[src/shared/ctp_cfg.svh]
`ifndef CTP_CFG_SVH
`define CTP_CFG_SVH
// ==========================================================
// configuration register offsets
`define CTP_REG_SELECT 7'h03
`define CTP_REG_INDEX_HI 7'h04
`define CTP_REG_INDEX_LO 7'h05
`define CTP_REG_WINDOW 7'h06
// ==========================================================
// field positions
`define CTP_TABLE_LSB 0
`define CTP_COLOUR_LSB 2
`define CTP_RO_BIT 4
`define CTP_DIR_BIT 6
// ==========================================================
// codes, limits and reset values
`define CTP_TBL_OFFSET 2'h0
`define CTP_TBL_GAIN 2'h1
`define CTP_TBL_GAMMA 2'h2
`define CTP_CODE_UNDEF 2'h3
`define CTP_GAMMA_LAST 14'hFFD
`define CTP_COEF_LAST 14'h3FFF
`define CTP_SEL_RESET 4'h0
`define CTP_INDEX_RESET 14'h0000
`define CTP_DIR_RESET 1'h0
// ==========================================================
// external memory word map
`define CTP_BASE_OFFSET 20'h00000
`define CTP_BASE_GAIN 20'h0C000
`define CTP_BASE_GAMMA 20'h18000
`define CTP_COEF_PLANE_SHIFT 14
`define CTP_GAMMA_PLANE_SHIFT 12
`endif

[src/shared/ctp_pkg.sv]
package ctp_pkg;
   // ==========================================================
   // sequencer states
   typedef enum logic [1:0]
   {
      CTP_IDLE = 2'b00,
      CTP_FETCH = 2'b01,
      CTP_STORE = 2'b10
   } ctp_state_type;
endpackage

[src/hw/ctp_table_port.sv]
`timescale 1ns/1ns
`include "ctp_cfg.svh"
// Overview of operation
// - select bits 1:0 choose offset, gain or gamma table; 11 undefined
// - select bits 3:2 choose red, green or blue plane; 11 undefined
// - 14-bit index: bits 13:8 from register 4, bits 7:0 from register 5
// - register 4 bit 6 announces reads (1) or writes (0) on the window
// - in read direction the word is prefetched from memory ahead of reads
// - index advances by one after every complete two-byte word
// - gamma index range is 0 to 4093
// - gain and offset index range is 0 to 16383
// - index wraps to zero past the last entry and keeps counting
// - 8-bit data window at address 06 streams bytes of the table
// - offset word: bits 13:6 first, then bits 5:0 shifted left two
// - gain word: high byte first, then low byte
// - gamma word: bits 11:8 in low nibble first, then bits 7:0
// - address write first, then any number of data reads or writes
// - select register bit 4 is read-only; writes leave it alone
module ctp_table_port
(
   // clock and reset
   input wire logic ref_clk,
   input wire logic rst_b,
   // configuration register port
   input wire logic cfg_addr_stb,
   input wire logic cfg_wr_stb,
   input wire logic cfg_rd_stb,
   input wire logic [7:0] cfg_wdata,
   output logic [7:0] cfg_rdata_q,
   output logic cfg_rvalid_q,
   output logic port_busy_q,
   // read-only status shown in select bit 4
   input wire logic select_status_in,
   // external memory word port
   output logic mem_req_q,
   output logic mem_we_q,
   output logic [19:0] mem_addr_q,
   output logic [15:0] mem_wdata_q,
   input wire logic mem_ack,
   input wire logic [15:0] mem_rdata
);
   ctp_pkg::ctp_state_type state_q, state_d;
   logic [6:0] addr_q, addr_d;
   logic [3:0] sel_q, sel_d;
   logic dir_q, dir_d;
   logic phase_q, phase_d;
   logic [7:0] hold_q, hold_d;
   logic [15:0] pf_q, pf_d;
   logic pf_valid_q, pf_valid_d;
   logic rd_pend_q, rd_pend_d;
   logic fetch_go_q, fetch_go_d;
   logic [7:0] cfg_rdata_d;
   logic cfg_rvalid_d;
   logic mem_req_d, mem_we_d;
   logic [19:0] mem_addr_d;
   logic [15:0] mem_wdata_d;
   logic idx_load, idx_step;
   logic [13:0] idx_load_val;
   logic [13:0] idx_q;
   logic [1:0] tbl;
   logic [1:0] col;
   logic undef;
   logic [19:0] word_addr;

   // ==========================================================
   // decode of the selected table and plane
   assign tbl = sel_q[`CTP_TABLE_LSB +: 2];
   assign col = sel_q[`CTP_COLOUR_LSB +: 2];
   assign undef = (tbl == `CTP_CODE_UNDEF) || (col == `CTP_CODE_UNDEF);

   // word address: table base plus plane plus index
   always_comb
   begin
      if (tbl == `CTP_TBL_GAMMA)
      begin
         word_addr = `CTP_BASE_GAMMA + ({18'h00000, col} << `CTP_GAMMA_PLANE_SHIFT) + {6'h00, idx_q};
      end
      else if (tbl == `CTP_TBL_GAIN)
      begin
         word_addr = `CTP_BASE_GAIN + ({18'h00000, col} << `CTP_COEF_PLANE_SHIFT) + {6'h00, idx_q};
      end
      else
      begin
         word_addr = `CTP_BASE_OFFSET + ({18'h00000, col} << `CTP_COEF_PLANE_SHIFT) + {6'h00, idx_q};
      end
   end

   // ==========================================================
   // byte of a stored word as seen through the window
   function automatic logic [7:0] pick_byte(input logic [15:0] w, input logic [1:0] t, input logic ph);
      logic [7:0] b;
      b = 8'h00;
      if (t == `CTP_TBL_OFFSET)
      begin
         b = ph ? {w[5:0], 2'b00} : w[13:6];
      end
      else if (t == `CTP_TBL_GAIN)
      begin
         b = ph ? w[7:0] : w[15:8];
      end
      else
      begin
         b = ph ? w[7:0] : {4'h0, w[11:8]};
      end
      return b;
   endfunction

   // stored word built from the two window bytes
   function automatic logic [15:0] pack_word(input logic [7:0] h, input logic [7:0] l, input logic [1:0] t);
      logic [15:0] w;
      w = {h, l};
      if (t == `CTP_TBL_OFFSET)
      begin
         w = {2'b00, h, l[7:2]};
      end
      else if (t == `CTP_TBL_GAMMA)
      begin
         w = {4'h0, h[3:0], l};
      end
      return w;
   endfunction

   // ==========================================================
   // index counter
   ctp_index_ctr u_index
   (
      .ref_clk(ref_clk),
      .rst_b(rst_b),
      .load(idx_load),
      .load_val(idx_load_val),
      .step(idx_step),
      .gamma_sel(tbl == `CTP_TBL_GAMMA),
      .idx_q(idx_q)
   );

   // ==========================================================
   // register decode, byte sequencing and memory requests
   always_comb
   begin
      state_d = state_q;
      addr_d = addr_q;
      sel_d = sel_q;
      dir_d = dir_q;
      phase_d = phase_q;
      hold_d = hold_q;
      pf_d = pf_q;
      pf_valid_d = pf_valid_q;
      rd_pend_d = rd_pend_q;
      fetch_go_d = 1'b0;
      cfg_rdata_d = cfg_rdata_q;
      cfg_rvalid_d = 1'b0;
      mem_req_d = mem_req_q;
      mem_we_d = mem_we_q;
      mem_addr_d = mem_addr_q;
      mem_wdata_d = mem_wdata_q;
      idx_load = 1'b0;
      idx_load_val = idx_q;
      idx_step = 1'b0;
      // address phase of a register access
      if (cfg_addr_stb)
      begin
         addr_d = cfg_wdata[6:0];
      end
      // register writes
      else if (cfg_wr_stb)
      begin
         if (addr_q == `CTP_REG_SELECT)
         begin
            sel_d = cfg_wdata[3:0];
            phase_d = 1'b0;
            pf_valid_d = 1'b0;
         end
         else if (addr_q == `CTP_REG_INDEX_HI)
         begin
            idx_load = 1'b1;
            idx_load_val = {cfg_wdata[5:0], idx_q[7:0]};
            dir_d = cfg_wdata[`CTP_DIR_BIT];
            phase_d = 1'b0;
            pf_valid_d = 1'b0;
            fetch_go_d = cfg_wdata[`CTP_DIR_BIT] && !undef;
         end
         else if (addr_q == `CTP_REG_INDEX_LO)
         begin
            idx_load = 1'b1;
            idx_load_val = {idx_q[13:8], cfg_wdata};
            phase_d = 1'b0;
            pf_valid_d = 1'b0;
            fetch_go_d = dir_q && !undef;
         end
         else if (addr_q == `CTP_REG_WINDOW && !dir_q && !undef)
         begin
            if (!phase_q)
            begin
               hold_d = cfg_wdata;
               phase_d = 1'b1;
            end
            else
            begin
               phase_d = 1'b0;
               mem_req_d = 1'b1;
               mem_we_d = 1'b1;
               mem_addr_d = word_addr;
               mem_wdata_d = pack_word(hold_q, cfg_wdata, tbl);
               idx_step = 1'b1;
               state_d = ctp_pkg::CTP_STORE;
            end
         end
      end
      // register reads
      else if (cfg_rd_stb)
      begin
         if (addr_q == `CTP_REG_SELECT)
         begin
            cfg_rdata_d = {3'h0, select_status_in, sel_q};
            cfg_rvalid_d = 1'b1;
         end
         else if (addr_q == `CTP_REG_INDEX_HI)
         begin
            cfg_rdata_d = {1'b0, dir_q, idx_q[13:8]};
            cfg_rvalid_d = 1'b1;
         end
         else if (addr_q == `CTP_REG_INDEX_LO)
         begin
            cfg_rdata_d = idx_q[7:0];
            cfg_rvalid_d = 1'b1;
         end
         else if (addr_q == `CTP_REG_WINDOW)
         begin
            if (undef || !dir_q)
            begin
               cfg_rdata_d = 8'h00;
               cfg_rvalid_d = 1'b1;
            end
            else if (pf_valid_q)
            begin
               cfg_rdata_d = pick_byte(pf_q, tbl, phase_q);
               cfg_rvalid_d = 1'b1;
               phase_d = !phase_q;
               if (phase_q)
               begin
                  idx_step = 1'b1;
                  pf_valid_d = 1'b0;
                  fetch_go_d = 1'b1;
               end
            end
            else
            begin
               rd_pend_d = 1'b1;
               // no fetch in flight: start one so the waiting read cannot hang
               fetch_go_d = (state_q == ctp_pkg::CTP_IDLE) && !fetch_go_q;
            end
         end
      end
      // memory sequencer
      case (state_q)
         ctp_pkg::CTP_IDLE:
         begin
            if (fetch_go_q)
            begin
               mem_req_d = 1'b1;
               mem_we_d = 1'b0;
               mem_addr_d = word_addr;
               state_d = ctp_pkg::CTP_FETCH;
            end
         end
         ctp_pkg::CTP_FETCH:
         begin
            if (mem_ack)
            begin
               mem_req_d = 1'b0;
               state_d = ctp_pkg::CTP_IDLE;
               if (rd_pend_q)
               begin
                  // a read waiting on this fetch is answered straight from it
                  rd_pend_d = 1'b0;
                  cfg_rdata_d = pick_byte(mem_rdata, tbl, phase_q);
                  cfg_rvalid_d = 1'b1;
                  phase_d = !phase_q;
                  pf_d = mem_rdata;
                  pf_valid_d = !phase_q;
                  if (phase_q)
                  begin
                     idx_step = 1'b1;
                     fetch_go_d = 1'b1;
                  end
               end
               else
               begin
                  pf_d = mem_rdata;
                  pf_valid_d = 1'b1;
               end
            end
         end
         ctp_pkg::CTP_STORE:
         begin
            if (mem_ack)
            begin
               mem_req_d = 1'b0;
               mem_we_d = 1'b0;
               state_d = ctp_pkg::CTP_IDLE;
            end
         end
         default:
         begin
            state_d = ctp_pkg::CTP_IDLE;
         end
      endcase
   end

   // ==========================================================
   // state registers
   always_ff @(posedge ref_clk or negedge rst_b)
   begin
      if (!rst_b)
      begin
         state_q <= ctp_pkg::CTP_IDLE;
         addr_q <= 7'h00;
         sel_q <= `CTP_SEL_RESET;
         dir_q <= `CTP_DIR_RESET;
         phase_q <= 1'b0;
         hold_q <= 8'h00;
         pf_q <= 16'h0000;
         pf_valid_q <= 1'b0;
         rd_pend_q <= 1'b0;
         fetch_go_q <= 1'b0;
         cfg_rdata_q <= 8'h00;
         cfg_rvalid_q <= 1'b0;
         port_busy_q <= 1'b0;
         mem_req_q <= 1'b0;
         mem_we_q <= 1'b0;
         mem_addr_q <= 20'h00000;
         mem_wdata_q <= 16'h0000;
      end
      else
      begin
         state_q <= state_d;
         addr_q <= addr_d;
         sel_q <= sel_d;
         dir_q <= dir_d;
         phase_q <= phase_d;
         hold_q <= hold_d;
         pf_q <= pf_d;
         pf_valid_q <= pf_valid_d;
         rd_pend_q <= rd_pend_d;
         fetch_go_q <= fetch_go_d;
         cfg_rdata_q <= cfg_rdata_d;
         cfg_rvalid_q <= cfg_rvalid_d;
         port_busy_q <= fetch_go_d || rd_pend_d || (state_d != ctp_pkg::CTP_IDLE);
         mem_req_q <= mem_req_d;
         mem_we_q <= mem_we_d;
         mem_addr_q <= mem_addr_d;
         mem_wdata_q <= mem_wdata_d;
      end
   end
endmodule

[src/hw/ctp_index_ctr.sv]
`timescale 1ns/1ns
`include "ctp_cfg.svh"
module ctp_index_ctr
(
   // clock and reset
   input wire logic ref_clk,
   input wire logic rst_b,
   // control
   input wire logic load,
   input wire logic [13:0] load_val,
   input wire logic step,
   input wire logic gamma_sel,
   // index
   output logic [13:0] idx_q
);
   logic [13:0] idx_d;
   logic [13:0] last;

   // ==========================================================
   // next index with wrap at the table end
   always_comb
   begin
      last = gamma_sel ? `CTP_GAMMA_LAST : `CTP_COEF_LAST;
      idx_d = idx_q;
      if (load)
      begin
         idx_d = load_val;
      end
      else if (step)
      begin
         if (idx_q >= last)
         begin
            idx_d = 14'h0000;
         end
         else
         begin
            idx_d = idx_q + 14'h0001;
         end
      end
   end

   // index register
   always_ff @(posedge ref_clk or negedge rst_b)
   begin
      if (!rst_b)
      begin
         idx_q <= `CTP_INDEX_RESET;
      end
      else
      begin
         idx_q <= idx_d;
      end
   end
endmodule

[config.mk]
export PLATFORM = sky130hd
export DESIGN_NAME = ctp_table_port
export DESIGN_NICKNAME = d
export VERILOG_FILES = /design/src/shared/ctp_pkg.sv /design/src/hw/ctp_table_port.sv /design/src/hw/ctp_index_ctr.sv
export VERILOG_INCLUDE_DIRS = /design/src /design/src/shared
export SDC_FILE = /design/constraint.sdc
export NUM_CORES = 1
export LEC_CHECK = 0
export BUFFER_PORTS_ARGS = -buffer_cell sky130_fd_sc_hd__clkbuf_2
export CELL_PAD_IN_SITES_DETAIL_PLACEMENT = 2
export CELL_PAD_IN_SITES_GLOBAL_PLACEMENT = 2
export CORE_MARGIN = 4
export CORE_UTILIZATION = 40
export CTS_BUF_LIST = sky130_fd_sc_hd__clkbuf_4
export DETAILED_ROUTE_END_ITERATION = 7
export PLACE_DENSITY = 0.93
export SETUP_SLACK_MARGIN = 0.1
export SLEW_MARGIN = 20
export SYNTH_ARGS = -nofsm -noshare
export SYNTH_HDL_FRONTEND = slang
export SYNTH_SLANG_ARGS = --single-unit
export TNS_END_PERCENT = 20
[constraint.sdc]
create_clock -name ref_clk -period 4.72 [get_ports ref_clk]
set_input_delay 0.236 -clock ref_clk [delete_from_list [all_inputs] [get_ports ref_clk]]
set_output_delay 0.236 -clock ref_clk [all_outputs]
set_load 0.02 [all_outputs]
Yosys cells after proc, flatten, opt, wreduce, memory -nomap -nowiden

Index checks and enable logic that the tools add are counted.

Add/sub/neg operators: 6
$lt $le $gt $ge: 1
Equal/unequal tests: 16
Muxes and demuxes: 169
Bitwise operators: 5
Reduce and logical (&&, ||, !) cells: 25

Operator list:

| kind                     | number |
|---|---|
| $mux W20                 | 11 |
| $mux W8                  | 23 |
| $mux W1                  | 113 |
| $mux W14                 | 8 |
| $mux W16                 | 2 |
| $eq A7 B3 Y1 const B     | 3 |
| $add A18 B14 Y19         | 1 |
| $add A17 B14 Y18         | 1 |
| $add A17 B14 Y18 const A | 1 |
| $mux W2                  | 9 |
| $add A16 B14 Y17         | 1 |
| $add A16 B16 Y17 const A | 1 |
| $add A14 B1 Y14 const B  | 1 |
| $ge A14 B14 Y1           | 1 |
| $reduce_and A7 Y1        | 2 |
| $eq A2 B2 Y1 const B     | 4 |
| $ne A2 B2 Y1 const B     | 4 |
| $eq A7 B2 Y1 const B     | 1 |
| $reduce_and A6 Y1        | 1 |
| $logic_and A1 B1 Y1      | 5 |
| $not A1 Y1               | 5 |
| $reduce_and A5 Y1        | 1 |
| $eq A2 B1 Y1 const B     | 2 |
| $logic_not A1 Y1         | 4 |
| 10 further kinds         | 17 |

Bits in registers: 104
Input port bits: 31
Output and inout port bits: 48
Logic and storage cells: 241

Longest topological paths before layout

Depth in word-level cells: 17
Depth in mapped cells: 11
Gate-level depth less buffers: 9

Hierarchy

From an unflattened synthesis, not the netlist that was laid out.

Cells, all modules: 606
Area total of the unflattened synthesis: 6034.5 um^2

By module, submodules not included:

| module         | instances | cells an instance | area an instance (um^2) | sequential area each (um^2) |
|---|---|---|---|---|
| ctp_table_port | 1         | 506               | 5127.4                  | 2252.2 |
| ctp_index_ctr  | 1         | 100               | 907.1                   | 350.3 |

Worst setup path after synthesis

No wires, ideal clock.

Path type: register to register
Start: register sel_q[1]
End: register u_index.idx_q[5]
Arrival: 2416 ps
Slack: 2221 ps
Stages on the path, launching flop included: 12
Clock period less this slack: 2499 ps
Path through: dfrtp_1 -> clkbuf_1 -> inv_1 -> nor2_1 -> ha_1 -> a21oi_1 -> o31ai_1 -> a41o_1 -> buf_4 -> nor4_1 -> a21oi_1 -> o21ai_0

Longest elaborated chain between the ends: 17

RTL lines:

| what                         | line                  | text |
|---|---|---|
| start: declaration           | ctp_table_port.sv:44  | `logic [3:0] sel_q, sel_d;` |
| start signal: assignment     | ctp_table_port.sv:318 | `` sel_q <= `CTP_SEL_RESET; `` |
| start signal: assignment     | ctp_table_port.sv:338 | `sel_q <= sel_d;` |
| $eq A2 B2 Y1 (no line)       | n/a                   |  |
| $logic_or A1 B1 Y1           | ctp_table_port.sv:69  | `` assign undef = (tbl == `CTP_CODE_UNDEF) \|\| (col == `CTP_CODE_UNDEF); `` |
| $logic_or A1 B1 Y1           | ctp_table_port.sv:229 | `if (undef \|\| !dir_q)` |
| $mux W1                      | ctp_table_port.sv:229 |  |
| $mux W1                      | ctp_table_port.sv:227 | `` else if (addr_q == `CTP_REG_WINDOW) `` |
| $mux W1                      | ctp_table_port.sv:222 | `` else if (addr_q == `CTP_REG_INDEX_LO) `` |
| $mux W1                      | ctp_table_port.sv:217 | `` else if (addr_q == `CTP_REG_INDEX_HI) `` |
| $mux W1                      | ctp_table_port.sv:212 | `` if (addr_q == `CTP_REG_SELECT) `` |
| $mux W1                      | ctp_table_port.sv:210 | `else if (cfg_rd_stb)` |
| $mux W1                      | ctp_table_port.sv:165 | `else if (cfg_wr_stb)` |
| $mux W1                      | ctp_table_port.sv:160 | `if (cfg_addr_stb)` |
| $mux W1                      | ctp_table_port.sv:281 | `if (phase_q)` |
| $mux W1                      | ctp_table_port.sv:272 | `if (rd_pend_q)` |
| $mux W1                      | ctp_table_port.sv:268 | `if (mem_ack)` |
| $mux W1                      | ctp_table_port.sv:255 | `case (state_q)` |
| $reduce_bool A2 Y1 (no line) | n/a                   |  |
| $reduce_and A6 Y1 (no line)  | n/a                   |  |
| end signal: assignment       | ctp_index_ctr.sv:47   | `` idx_q <= `CTP_INDEX_RESET; `` |
| end signal: assignment       | ctp_index_ctr.sv:51   | `idx_q <= idx_d;` |
| end: declaration             | ctp_index_ctr.sv:14   | `output logic [13:0] idx_q` |

Parallel ways exist; a longest one is shown, timed or not. The select of a mux whose other input is x is not followed.
A chain may end at the register's enable or synchronous reset.

Final worst setup path

Same ends and word-level chain as after synthesis.

==> impl_results.md <==
* Worst hold path type: in2reg
* Post-synthesis sequential area ratio at 0.453
* CP arrival at 3.72 ns
* H-tree Lvls at 3
* Yosys reg bits at 104
* Wire per inst at 22.8 um
* Filler instances at 1527
* Storage cell area at 2600 um^2
* Clock Pin Slew Worst Setup and Hold Paths at 0.17 ns
* Final WL at 19500 um
* Layout Nets at 716
* Pins Over Slew Limit at 0
* Critical Path Source Type: flip-flop
* Critical R2R Capture: u_index.idx_q[5]$_DFFE_PN0P_
* Synth top area cells: dfrtp_1 45%, mux2_2 7.0%, nand2_1 6.4%
* Die width at 128 um
* DP HPWL at 14100 um
* DRC Markers at 0
* Async SR Flop Fraction at 1.00
* Max-Cap Viols at 0
* Most used cell, CP: a21oi_1
* Critical path buffers and inverters at 1
* CP Cell Sequence: inv_1 -> nor2_1 -> ha_1 -> a21oi_1 -> o31ai_1 -> a41o_1 -> nor4_1 -> a21oi_1 -> o21ai_0
* VDD IR-drop max at 0.000117 V
* Clock sinks at 104
* IO Port Bufs at 78
* Top-area cell type share of the netlist area at 0.453
* Tot Pwr at 0.00208 W
* Number of antenna violations at the first check in global routing at 0
* Sequential power share at 0.542
* # IOs at 79
* Worst Setup SP: sel_q[1]$_DFFE_PN0P_
* Crit share post-route at 0.698
* Initial core utilization at 0.411
* Max-slew headroom at 0.285
* Levels on crit path at 9
* Main flop type after synthesis: dfrtp_1
* Die Y at 128 um
* Row count at 43
* Pleak at 2.98 nW
* DRT Pass-1 Iters at 5
* Pint at 0.00133 W
* Final-report setup violation count at 0
* Yosys Warn Count at 0
* CP max FO at 23
* Full die area at 16400 um^2
* Total core area at 14000 um^2
* Vias in the first global route at 5739
* Setup TNS at 0 ns
* Clock Path Buffers at 2
* RSZ-0062 raised after global routing: no
* Clk network pwr share at 0.203
* Critical path's slowest cell: dfrtp_1
* Syn Std Cell Area at 5750 um^2
* Latest clock arrival within the worst-skew pair at 0.48 ns
* Post-Place Setup Slack at 1.41 ns
* CTS tree: yes
* Placer Congestion at 0.881
* First-pass GRT wire length at 31400 um
* Post-synthesis net count at 650
* Cell type with the largest total area after synthesis: dfrtp_1
* CP Capture Type: flip-flop
* Final Hold Viols at 0
* Setup slack, reg-to-reg at 1.42 ns
* Tmin final at 3.30 ns
* Number of setup buffers added after CTS at 0
* FF-to-FF Start: sel_q[1]$_DFFE_PN0P_
* Grt ovf at 0
* Antenna Violating Nets Remaining at 0
* Max Clock Skew at 0.0252 ns
* Status: complete, no violations
* CP top delay family: compound AO/OA/AOI/OAI gates
* Logic pwr share at 0.254
* EDFF count, synth at 0
* CTS Buf Count at 9
* FMAX at 303 MHz
* Global-route usage over all layers at 0.245
* Data required time of the critical path at 5.14 ns
* Root buf cell: clkbuf_4
* P&R area growth vs syn at 11.9%
* Multi-input gate area at 2960 um^2
* Syn Inst Count at 604
* Pin count of the biggest net entering global routing at 57
* Setup WS post-layout at 1.42 ns
* PwrDens at 323 nW/um^2
* Layout cell share with drive strength beyond 1 at 0.216
* Vias/cell at 6.05
* Slew @ Worst Pin at 1.06 ns
* Worst r2r path cells at 9
* Path type of the worst setup path: reg2reg
* Synthesized area per cell at 9.52 um^2
* Post-synth cell types at 57
* DR iter-0 viols at 238
* Net Sw Frac at 0.362
* Antenna diode count at 0
* Crit path to: u_index.idx_q[5]$_DFFE_PN0P_
* Routed via count at 5172
* Sw Pwr at 0.000753 W
* Worst stage delay on the critical path at 0.70 ns
routing by layer:
| metal | share of wire | track usage | up-vias |
|---|---|---|---|
| met4 | 0.029 | 0.0986 | 0 |
| met1 | 0.42 | 0.321 | 2638 |
| li1 | - | - | 2318 |
| met3 | 0.051 | 0.0404 | 52 |
| met5 | 0 | 0 | - |
| met2 | 0.49 | 0.406 | 164 |
logic make-up after synthesis:
| group | after synthesis | synth area share |
|---|---|---|
| buffers and inverters | 48 | 0.0355 |
| flip-flops | 104 | 0.453 |
| XOR/XNOR | 1 | 0.00152 |
| AND/OR/NAND/NOR | 195 | 0.163 |
| AO/OA/AOI/OAI | 169 | 0.174 |
| adder cells (fa/ha/maj) | 15 | 0.0339 |
| multiplexers | 72 | 0.140 |
through the flow:
| stage | util | area (um^2) | hold slack (ns) | std cells |
|---|---|---|---|---|
| 4_1_cts | 0.459 | 6420 | 0.00439 | 855 |
| 3_5_place_dp | 0.447 | 6250 | 0.358 | 832 |
| 2_1_floorplan | - | 5750 | -0.0596 | 604 |
| 6_report | 0.460 | 6440 | 0.0329 | 855 |
| 5_1_grt | 0.460 | 6440 | 0.0118 | 855 |
| 3_3_place_gp | 0.447 | 6250 | 0.346 | 832 |
state kept, by name, indices dropped and copies added (netlist names):
register	cells
u_index.idx_q	14
fetch_go_q	1
sel_q	4
cfg_rdata_q	8
pf_q	16
dir_q	1
state_q	2
mem_addr_q	20
port_busy_q	1
cfg_rvalid_q	1
mem_we_q	1
phase_q	1
addr_q	7
rd_pend_q	1
pf_valid_q	1
hold_q	8
mem_wdata_q	16
mem_req_q	1
worst reg2reg max path: stages (launching register included):
cell and delay, ns:
dfrtp_1 0.70, inv_1 0.33, nor2_1 0.47, ha_1 0.34, a21oi_1 0.15, o31ai_1 0.08, a41o_1 0.51, nor4_1 0.41
a21oi_1 0.07, o21ai_0 0.17
synth_stat cells (all sizes together) (5+ instances only):
cell type	count
o22ai	9
a21oi	44
ha	14
mux2	36
nor2b	9
buf	17
inv	13
clkbuf	17
nand3	15
dfrtp	104
o21ai	75
nand2	98
a221oi	6
nor2	24
mux2i	33
nor3	16
o211ai	7
and3	6
a22oi	5
how the worst min path moves through the flow:
stage	slack (ns)	start	end	depth (start not counted)
2_1_floorplan	-0.06	rst_b	addr_q[0]$_DFFE_PN0P_	0
3_3_place_gp	0.35	rst_b	pf_q[3]$_DFFE_PN0P_	1
3_5_place_dp	0.36	rst_b	pf_q[3]$_DFFE_PN0P_	1
4_1_cts	0.004	mem_rdata[2]	pf_q[2]$_DFFE_PN0P_	2
5_1_grt	0.01	mem_rdata[2]	pf_q[2]$_DFFE_PN0P_	2
6_report	0.03	mem_rdata[5]	pf_q[5]$_DFFE_PN0P_	2
cell type report:
class                      instances  share of cell area
clock buffer                       9              0.0105
clock inverter                     7             0.00583
inverter                          14             0.00816
multi-input combinational        452               0.459
sequential                       104               0.405
tap                              180              0.0350
timing repair buffer              89              0.0766
power groups by stage:
stage                     clock (W)  sequential, W  combinational (W)
after global placement            0        0.00113           0.000479
after detailed placement          0        0.00114           0.000514
after CTS                  0.000428        0.00112           0.000524
final                      0.000423        0.00113           0.000529
after global routing       0.000474        0.00114           0.000578
after floorplan                   0        0.00111           0.000342
cell usage in the layout (no fill, tap or decap), types with 7 or more instances in the layout:
cell type / count
dfrtp_1: 103
nand2_1: 98
clkbuf_2: 77
o21ai_0: 72
a21oi_1: 44
mux2_2: 36
mux2i_1: 33
nor2_1: 22
nor3_1: 16
nand3_1: 14
ha_1: 14
inv_1: 13
nor2b_1: 9
o22ai_1: 9
clkbuf_4: 9
o211ai_1: 7
dlygate4sd3_1: 7
timing repair:
| item | 4_1_cts | 5_1_grt |
|---|---|---|
| hold buffers | 7 | 0 |
| endpoints found under the hold margin | 61 | 0 |
| gates resized for setup | 0 | 0 |
No activity file was read; power rests on OpenSTA's default activity.
